===== src/rtl/hsc_pkg.sv =====
// constants shared by the hot-swap control and status block
package hsc_pkg;
    // ---------------------------------------------------------------
    // bus geometry
    // ---------------------------------------------------------------
    localparam int HSC_AW = 12;
    localparam int HSC_DW = 32;
    localparam int HSC_REG_W = 16;

    // ---------------------------------------------------------------
    // register map
    // ---------------------------------------------------------------
    // printed index of the control/status register; byte address is four times it
    localparam logic [HSC_AW-1:0] HSC_CSR_INDEX = 12'h0E6;
    localparam logic [HSC_AW-1:0] HSC_CSR_ADDR = 12'h398;
    localparam logic [HSC_AW-1:0] HSC_IRQ_STAT_ADDR = 12'h000;
    localparam logic [HSC_AW-1:0] HSC_IRQ_MASK_ADDR = 12'h004;
    localparam logic [HSC_REG_W-1:0] HSC_CSR_RESET = 16'h0000;

    // ---------------------------------------------------------------
    // control/status field positions
    // ---------------------------------------------------------------
    localparam int HSC_BIT_ADDED = 7;
    localparam int HSC_BIT_REMOVAL = 6;
    localparam int HSC_BIT_LAMP = 3;
    localparam int HSC_BIT_MASK = 1;

    // ---------------------------------------------------------------
    // interrupt status / mask layout
    // ---------------------------------------------------------------
    localparam int HSC_IRQ_W = 2;
    localparam int HSC_IRQ_ADDED = 0;
    localparam int HSC_IRQ_REMOVAL = 1;

    // ---------------------------------------------------------------
    // pin synchroniser fill time, in clock edges
    // ---------------------------------------------------------------
    localparam int HSC_SYNC_SETTLE = 4;

    // ---------------------------------------------------------------
    // bus responses
    // ---------------------------------------------------------------
    localparam logic [1:0] HSC_RESP_OKAY = 2'h0;
    localparam logic [1:0] HSC_RESP_SLVERR = 2'h2;

    // ---------------------------------------------------------------
    // lamp ownership
    // ---------------------------------------------------------------
    typedef enum logic [0:0] {
        HSC_LAMP_FORCED = 1'h0,
        HSC_LAMP_SOFT = 1'h1
    } hsc_lamp_state_t;
endpackage


===== src/rtl/hsc_hot_swap_ctrl.sv =====
// hot-swap control and status register block with AXI4-Lite access
//
// The AXI4-Lite interface to the registers was left to the implementer.
`timescale 1ns/1ps
module hsc_hot_swap_ctrl
    import hsc_pkg::*;
(
    input wire logic clk,
    input wire logic reset_n,
    // AXI4-Lite slave
    input wire logic [HSC_AW-1:0] s_axi_awaddr,
    input wire logic s_axi_awvalid,
    output logic s_axi_awready,
    input wire logic [HSC_DW-1:0] s_axi_wdata,
    input wire logic [3:0] s_axi_wstrb,
    input wire logic s_axi_wvalid,
    output logic s_axi_wready,
    output logic [1:0] s_axi_bresp,
    output logic s_axi_bvalid,
    input wire logic s_axi_bready,
    input wire logic [HSC_AW-1:0] s_axi_araddr,
    input wire logic s_axi_arvalid,
    output logic s_axi_arready,
    output logic [HSC_DW-1:0] s_axi_rdata,
    output logic [1:0] s_axi_rresp,
    output logic s_axi_rvalid,
    input wire logic s_axi_rready,
    // bridge-internal status, same clock
    input wire logic preload_done_in,
    input wire logic sec_clk_ctrl_loaded_in,
    // board pins
    input wire logic ejector_switch_in,
    output logic hotswap_enumeration_out_n,
    output logic hotswap_enumeration_oe,
    output logic status_lamp_out,
    output logic irq_out
);
    // ---------------------------------------------------------------
    // address decode helper
    // ---------------------------------------------------------------
    function automatic logic [2:0] hsc_decode(input logic [HSC_AW-1:0] addr);
        logic [HSC_AW-1:0] word;
        word = {addr[HSC_AW-1:2], 2'h0};
        hsc_decode = {word == HSC_IRQ_MASK_ADDR,
                      word == HSC_IRQ_STAT_ADDR,
                      word == HSC_CSR_ADDR};
    endfunction

    // ---------------------------------------------------------------
    // state
    // ---------------------------------------------------------------
    logic reset_done_r;
    logic [HSC_SYNC_SETTLE-1:0] settle_r;
    logic switch_level;
    logic switch_prev_r;
    logic insert_cond_prev_r;
    logic added_r;
    logic added_nxt;
    logic removal_r;
    logic removal_nxt;
    logic lamp_bit_r;
    logic lamp_bit_nxt;
    logic enum_mask_r;
    logic enum_mask_nxt;
    hsc_lamp_state_t lamp_state_r;
    hsc_lamp_state_t lamp_state_nxt;
    logic lamp_out_r;
    logic enum_active_r;
    logic [HSC_IRQ_W-1:0] irq_stat_r;
    logic [HSC_IRQ_W-1:0] irq_stat_nxt;
    logic [HSC_IRQ_W-1:0] irq_mask_r;
    logic [HSC_IRQ_W-1:0] irq_mask_nxt;
    logic irq_r;

    logic aw_hold_r;
    logic [HSC_AW-1:0] awaddr_r;
    logic w_hold_r;
    logic [HSC_DW-1:0] wdata_r;
    logic [3:0] wstrb_r;
    logic bvalid_r;
    logic [1:0] bresp_r;
    logic rvalid_r;
    logic [HSC_DW-1:0] rdata_r;
    logic [1:0] rresp_r;

    // ---------------------------------------------------------------
    // ejector switch pin
    // ---------------------------------------------------------------
    hsc_pin_sync u_switch_sync (
        .clk(clk),
        .reset_n(reset_n),
        .pin_in(ejector_switch_in),
        .level_out(switch_level)
    );

    // ---------------------------------------------------------------
    // reset settling
    // ---------------------------------------------------------------
    // the synchroniser resets low, so its level is not trusted until it
    // has filled: a handle held open through reset would look closed
    always_ff @(posedge clk or negedge reset_n) begin
        if (!reset_n) begin
            settle_r <= '0;
        end else begin
            settle_r <= {settle_r[HSC_SYNC_SETTLE-2:0], 1'b1};
        end
    end

    // ---------------------------------------------------------------
    // bus handshake decode
    // ---------------------------------------------------------------
    wire aw_take = s_axi_awvalid && s_axi_awready;
    wire w_take = s_axi_wvalid && s_axi_wready;
    wire do_write = aw_hold_r && w_hold_r && !bvalid_r;
    wire ar_take = s_axi_arvalid && s_axi_arready;
    wire [2:0] wr_sel = hsc_decode(awaddr_r);
    wire [2:0] rd_sel = hsc_decode(s_axi_araddr);
    // only byte lane 0 carries live bits
    wire wr_csr = do_write && wr_sel[0] && wstrb_r[0];
    wire wr_mask = do_write && wr_sel[2] && wstrb_r[0];
    wire wr_hit = |wr_sel;
    wire rd_hit = |rd_sel;
    wire rd_stat = ar_take && rd_sel[1];
    wire [1:0] wr_resp = wr_hit ? HSC_RESP_OKAY : HSC_RESP_SLVERR;
    wire [1:0] rd_resp = rd_hit ? HSC_RESP_OKAY : HSC_RESP_SLVERR;

    assign s_axi_awready = !aw_hold_r && !bvalid_r;
    assign s_axi_wready = !w_hold_r && !bvalid_r;
    assign s_axi_arready = !rvalid_r;
    assign s_axi_bvalid = bvalid_r;
    assign s_axi_bresp = bresp_r;
    assign s_axi_rvalid = rvalid_r;
    assign s_axi_rdata = rdata_r;
    assign s_axi_rresp = rresp_r;

    // ---------------------------------------------------------------
    // flag events
    // ---------------------------------------------------------------
    // insertion fires on the rising edge of the condition so a software
    // clear is not undone on the next cycle while the board stays seated
    wire insert_cond = reset_done_r && preload_done_in && !switch_level && !removal_r;
    wire set_added = insert_cond && !insert_cond_prev_r;
    wire switch_rise = switch_level && !switch_prev_r;
    wire set_removal = switch_rise && !added_r && reset_done_r;
    wire clr_added = wr_csr && wdata_r[HSC_BIT_ADDED];
    wire clr_removal = wr_csr && wdata_r[HSC_BIT_REMOVAL];

    // hardware set wins over a simultaneous software clear
    assign added_nxt = set_added || (added_r && !clr_added);
    assign removal_nxt = set_removal || (removal_r && !clr_removal);
    assign lamp_bit_nxt = wr_csr ? wdata_r[HSC_BIT_LAMP] : lamp_bit_r;
    assign enum_mask_nxt = wr_csr ? wdata_r[HSC_BIT_MASK] : enum_mask_r;

    always_ff @(posedge clk or negedge reset_n) begin
        if (!reset_n) begin
            reset_done_r <= 1'b0;
            switch_prev_r <= 1'b0;
            insert_cond_prev_r <= 1'b0;
        end else begin
            reset_done_r <= settle_r[HSC_SYNC_SETTLE-1];
            switch_prev_r <= switch_level;
            insert_cond_prev_r <= insert_cond;
        end
    end

    always_ff @(posedge clk or negedge reset_n) begin
        if (!reset_n) begin
            added_r <= HSC_CSR_RESET[HSC_BIT_ADDED];
            removal_r <= HSC_CSR_RESET[HSC_BIT_REMOVAL];
            lamp_bit_r <= HSC_CSR_RESET[HSC_BIT_LAMP];
            enum_mask_r <= HSC_CSR_RESET[HSC_BIT_MASK];
        end else begin
            added_r <= added_nxt;
            removal_r <= removal_nxt;
            lamp_bit_r <= lamp_bit_nxt;
            enum_mask_r <= enum_mask_nxt;
        end
    end

    // ---------------------------------------------------------------
    // lamp ownership
    // ---------------------------------------------------------------
    // release is one-way until the next reset; reopening the handle later
    // leaves the lamp with software
    wire lamp_release = reset_done_r && sec_clk_ctrl_loaded_in && !switch_level;

    always_comb begin
        lamp_state_nxt = lamp_state_r;
        unique case (lamp_state_r)
            HSC_LAMP_FORCED: begin
                if (lamp_release) begin
                    lamp_state_nxt = HSC_LAMP_SOFT;
                end
            end
            HSC_LAMP_SOFT: begin
                lamp_state_nxt = HSC_LAMP_SOFT;
            end
        endcase
    end

    wire lamp_value = (lamp_state_r == HSC_LAMP_FORCED) ? 1'b1 : lamp_bit_r;

    // ---------------------------------------------------------------
    // pin drivers
    // ---------------------------------------------------------------
    wire enum_request = (added_r || removal_r) && !enum_mask_r;

    always_ff @(posedge clk or negedge reset_n) begin
        if (!reset_n) begin
            lamp_state_r <= HSC_LAMP_FORCED;
            lamp_out_r <= 1'b1;
            enum_active_r <= 1'b0;
        end else begin
            lamp_state_r <= lamp_state_nxt;
            lamp_out_r <= lamp_value;
            enum_active_r <= enum_request;
        end
    end

    assign status_lamp_out = lamp_out_r;
    // open-drain: only ever pulls low, and only while enabled
    assign hotswap_enumeration_out_n = 1'b0;
    assign hotswap_enumeration_oe = enum_active_r;

    // ---------------------------------------------------------------
    // interrupt status and mask
    // ---------------------------------------------------------------
    wire [HSC_IRQ_W-1:0] irq_events = {set_removal, set_added};

    // read clears, but an event in the same cycle survives
    assign irq_stat_nxt = irq_events | (rd_stat ? '0 : irq_stat_r);
    assign irq_mask_nxt = wr_mask ? wdata_r[HSC_IRQ_W-1:0] : irq_mask_r;

    always_ff @(posedge clk or negedge reset_n) begin
        if (!reset_n) begin
            irq_stat_r <= '0;
            irq_mask_r <= '0;
        end else begin
            irq_stat_r <= irq_stat_nxt;
            irq_mask_r <= irq_mask_nxt;
        end
    end

    // registered from the next-state terms so the pin tracks the status
    // and mask registers in the same cycle rather than one behind
    always_ff @(posedge clk or negedge reset_n) begin
        if (!reset_n) begin
            irq_r <= 1'b0;
        end else begin
            irq_r <= |(irq_stat_nxt & irq_mask_nxt);
        end
    end

    assign irq_out = irq_r;

    // ---------------------------------------------------------------
    // write channel
    // ---------------------------------------------------------------
    // address and data arrive in either order; the write fires once both are held
    always_ff @(posedge clk or negedge reset_n) begin
        if (!reset_n) begin
            aw_hold_r <= 1'b0;
            awaddr_r <= '0;
        end else if (aw_take) begin
            aw_hold_r <= 1'b1;
            awaddr_r <= s_axi_awaddr;
        end else if (do_write) begin
            aw_hold_r <= 1'b0;
        end
    end

    always_ff @(posedge clk or negedge reset_n) begin
        if (!reset_n) begin
            w_hold_r <= 1'b0;
            wdata_r <= '0;
            wstrb_r <= '0;
        end else if (w_take) begin
            w_hold_r <= 1'b1;
            wdata_r <= s_axi_wdata;
            wstrb_r <= s_axi_wstrb;
        end else if (do_write) begin
            w_hold_r <= 1'b0;
        end
    end

    always_ff @(posedge clk or negedge reset_n) begin
        if (!reset_n) begin
            bvalid_r <= 1'b0;
            bresp_r <= HSC_RESP_OKAY;
        end else if (do_write) begin
            bvalid_r <= 1'b1;
            bresp_r <= wr_resp;
        end else if (s_axi_bready) begin
            bvalid_r <= 1'b0;
        end
    end

    // ---------------------------------------------------------------
    // read channel
    // ---------------------------------------------------------------
    logic [HSC_REG_W-1:0] csr_view;
    always_comb begin
        csr_view = '0;
        csr_view[HSC_BIT_ADDED] = added_r;
        csr_view[HSC_BIT_REMOVAL] = removal_r;
        csr_view[HSC_BIT_LAMP] = lamp_bit_r;
        csr_view[HSC_BIT_MASK] = enum_mask_r;
    end

    wire [HSC_DW-1:0] csr_word = {{(HSC_DW-HSC_REG_W){1'b0}}, csr_view};
    wire [HSC_DW-1:0] stat_word = {{(HSC_DW-HSC_IRQ_W){1'b0}}, irq_stat_r};
    wire [HSC_DW-1:0] mask_word = {{(HSC_DW-HSC_IRQ_W){1'b0}}, irq_mask_r};
    wire [HSC_DW-1:0] rd_value =
        rd_sel[0] ? csr_word :
        rd_sel[1] ? stat_word :
        rd_sel[2] ? mask_word : '0;

    // arready stays low while a response waits, so one read at a time

    always_ff @(posedge clk or negedge reset_n) begin
        if (!reset_n) begin
            rvalid_r <= 1'b0;
            rdata_r <= '0;
            rresp_r <= HSC_RESP_OKAY;
        end else if (ar_take) begin
            rvalid_r <= 1'b1;
            rdata_r <= rd_value;
            rresp_r <= rd_resp;
        end else if (s_axi_rready) begin
            rvalid_r <= 1'b0;
        end
    end
endmodule


===== src/rtl/hsc_pin_sync.sv =====
// three-stage pin synchroniser with agreement filter
`timescale 1ns/1ps
module hsc_pin_sync (
    input wire logic clk,
    input wire logic reset_n,
    input wire logic pin_in,
    output logic level_out
);
    logic stage1_r;
    logic stage2_r;
    logic stage3_r;
    logic level_r;

    // stage1 feeds only stage2; the filter looks at stages 2 and 3
    always_ff @(posedge clk or negedge reset_n) begin
        if (!reset_n) begin
            stage1_r <= 1'b0;
            stage2_r <= 1'b0;
            stage3_r <= 1'b0;
        end else begin
            stage1_r <= pin_in;
            stage2_r <= stage1_r;
            stage3_r <= stage2_r;
        end
    end

    always_ff @(posedge clk or negedge reset_n) begin
        if (!reset_n) begin
            level_r <= 1'b0;
        end else if (stage2_r == stage3_r) begin
            level_r <= stage3_r;
        end
    end

    assign level_out = level_r;
endmodule


===== config.mk =====
export PLATFORM = sky130hd
export DESIGN_NAME = hsc_hot_swap_ctrl
export DESIGN_NICKNAME = d
export VERILOG_FILES = /design/src/rtl/hsc_pkg.sv /design/src/rtl/hsc_hot_swap_ctrl.sv /design/src/rtl/hsc_pin_sync.sv
export SDC_FILE = /design/constraint.sdc
export NUM_CORES = 1
export LEC_CHECK = 0
export BUFFER_PORTS_ARGS = -buffer_cell sky130_fd_sc_hd__clkbuf_2
export CAP_MARGIN = 20
export CORE_AREA = 4 4 74 76
export CTS_BUF_LIST = sky130_fd_sc_hd__clkbuf_8
export DETAILED_ROUTE_END_ITERATION = 8
export DIE_AREA = 0 0 78 80
export HOLD_SLACK_MARGIN = 0.06
export PLACE_DENSITY = 0.85
export RECOVER_POWER = 100
export SYNTH_ARGS = -nofsm -noshare
export SYNTH_HDL_FRONTEND = slang
export SYNTH_SLANG_ARGS = --single-unit

===== constraint.sdc =====
create_clock -name clk -period 2.8 [get_ports clk]
set_input_delay 0.84 -clock clk [delete_from_list [all_inputs] [get_ports clk]]
set_output_delay 0.84 -clock clk [all_outputs]
set_load 0.01 [all_outputs]

==> results.cfg <==
[run_status]
status = completed

[clocking]
cts_resized = 0
clkTransAtPathRegs_ps = 90
post_cts_buffers = 0
clk_latency_ps = 300
cts_sinks = 50
hold_buffers = 0
cts_buffers = 5
cts_max_level = 2
root_buffer = clkbuf_8
cts.path.max_buffers = 2
cts_tree = built

[floorplanning]
start_util_pct = 46.1
num_rows = 25
die-area_um2 = 6240
die_height_um = 80
dieWidth_um = 78
core_region_area_um2 = 4720
ioPinCount = 115

[global_routing]
antenna_found_initial = 0
grt_pass1_wl_mm = 5.82
track_usage_pct = 11.9
grt_max_degree = 22
grt_overflow = 0
grt_pass1_vias = 1327

[final_layout]
antenna_cells = 0
fin_util_pct = 51.6
nNetsFinal = 298
layout-drive-gt1-share_pct = 26.2
stdcell_count = 296
stdcell_area_um2 = 2440
layout-area-overhead-vs-synth_pct = 12.0

[route]
drt-initial-drc-count = 59
drt.antenna.violating_nets = 0
wl_mm = 3.60
viasPerCell = 4.60
routedWlPerCell_um = 12.2
first_pass_iters = 4
remaining_drc_errors = 0
vias = 1361

[placed_design]
detailed_place_hpwl_mm = 2.93
place_ws_ps = 738
gp_congestion = 0.725
dp_cells = 288
portBuffers = 50
post_dp_cell_area_um2 = 2400

[setup_path]
required_ps = 2990
worstSetupStartpoint = awaddr_r[6]
r2r_slack_ps = 560
crit_fanout = 3
rr_worst_depth = 4
timing.rr.start = awaddr_r[6]
critPathArrivalTime_ps = 2430
rr_endpoint = irq_out
startpoint_type = flop
worstSetupPathType = flop to flop
end_kind = flop

[sta]
setup_viol = 0
tightest_slew_ps = 1020
layout_setup_ws_ps = 559
fmax_mhz = 446
slew_violations = 0
hold_viol_final = 0
hold-worst-slack_ps = 357
period_share_pct = 80.0
finalClockSkew_ps = 12.0
relSlewSlack_pct = 32.2
rsz0062_at_grt = no
post-route-min-period_ps = 2240
setup_tns_ps = 0

[yosys]
synth_edf_count = 0
ys_seq_area_share_pct = 57.6
syn_area_per_cell_um2 = 12.7
synth-seq-cells = 50
synth_area_um2 = 2180
ys_async_sr_fraction_pct = 100
ys_types = 35
ys.flop_type = dfrtp_1
ys_warn_count = 0
syn_inst = 172

[min_path]
holdPathEnd = settle_r[2]
worstHoldStart = settle_r[1]
hold_depth = 0
min_path_type = flop to flop

[pwr]
p_leak_nw = 1.16
power_mw = 1.89
ir_worst_vdd_v = 0.000634
power_density_nw_per_um2 = 777

[flow_run]
maxCapViolations = 0
## sequential cells by signal, indices dropped and copies added, names as in the netlist, 2 cells and up
signal	cells
irq_stat_r	2
irq_mask_r	2
awaddr_r	10
s_axi_rdata	5
settle_r	4
wdata_r	5
## worst max-delay path by stage
stage,end,cells after the start,slack (ps)
after global routing,lamp_bit_r,3,420
after global placement,irq_out,5,740
final,irq_out,4,560
after floorplan,irq_out,4,870
after CTS,irq_out,4,770
after detailed placement,irq_out,5,740
## placed cells by master (no fill, tap or decap), types with 2 or more instances in the layout
master and count:
nor2_1 8, inv_1 4, a22o_1 4, nand2_1 10, clkbuf_1 20, a21o_1 6, dfrtp_1 49, mux2_2 17
clkbuf_2 31, clkbuf_8 5, nor3_1 2, nand2b_1 3, nand3_1 3, and2_0 2, o21ai_0 4, mux2i_1 2
or4_1 3, conb_1 31, nor4_1 3, mux2_1 3, nand4_1 2
## power by group
group	internal (mW)	switching [mW]	total (mW)
clock network	0.187	0.249	0.436
logic	0.226	0.195	0.421
registers	0.903	0.133	1.04
total	1.32	0.577	1.89
## layout make-up
type	instances	area [um2]
fill	425	2290
sequential	50	1250
multi-input combinational	115	751
timing repair buffer	52	238
tap	67	83.8
clock buffer	5	68.8
clock inverter	3	28.8
inverter	4	15.0
## critical path, cell delays in order, from the launching register on
cell and delay (ps):
dfrtp_1 400, or4_1 560, nor4_1 540, mux2_1 390, a22o_1 240
## kinds of logic after synthesis
group | share of synthesized area [%]
and+or+nand+nor | 12.4
adders and majority gates | 0.460
buffers and inverters | 11.4
muxes | 11.3
DFF | 57.6
AOI/OAI and AO/OA | 6.61
other | 0.345
## synth_stat cells, types with 2 or more instances
cell type | number | area share, %
mux2i_1 | 2 | 0.92
clkbuf_1 | 2 | 0.35
mux2_2 | 19 | 9.8
inv_1 | 4 | 0.69
nand4_1 | 2 | 0.57
buf_4 | 30 | 10
nand3_1 | 3 | 0.69
nor3_1 | 2 | 0.46
a22o_1 | 4 | 1.6
conb_1 | 2 | 0.35
nor2_1 | 8 | 1.4
and2_1 | 2 | 0.57
nand2_1 | 10 | 1.7
dfrtp_1 | 49 | 56
nor4_4 | 2 | 2.0
o21ai_0 | 4 | 0.92
nand2b_1 | 3 | 0.86
or4_1 | 2 | 0.69
a21o_1 | 6 | 2.1
## per-layer routing
layer / vias to the layer above / GRT usage (%) / share of wire (%)
li1: 648 / - / -
met1: 650 / 14.0 / 42
met2: 61 / 21.1 / 48
met3: 2 / 3.84 / 9.6
met4: 0 / 3.15 / 0.28
met5: - / 0 / 0
Power figures use the tool's default switching activity.
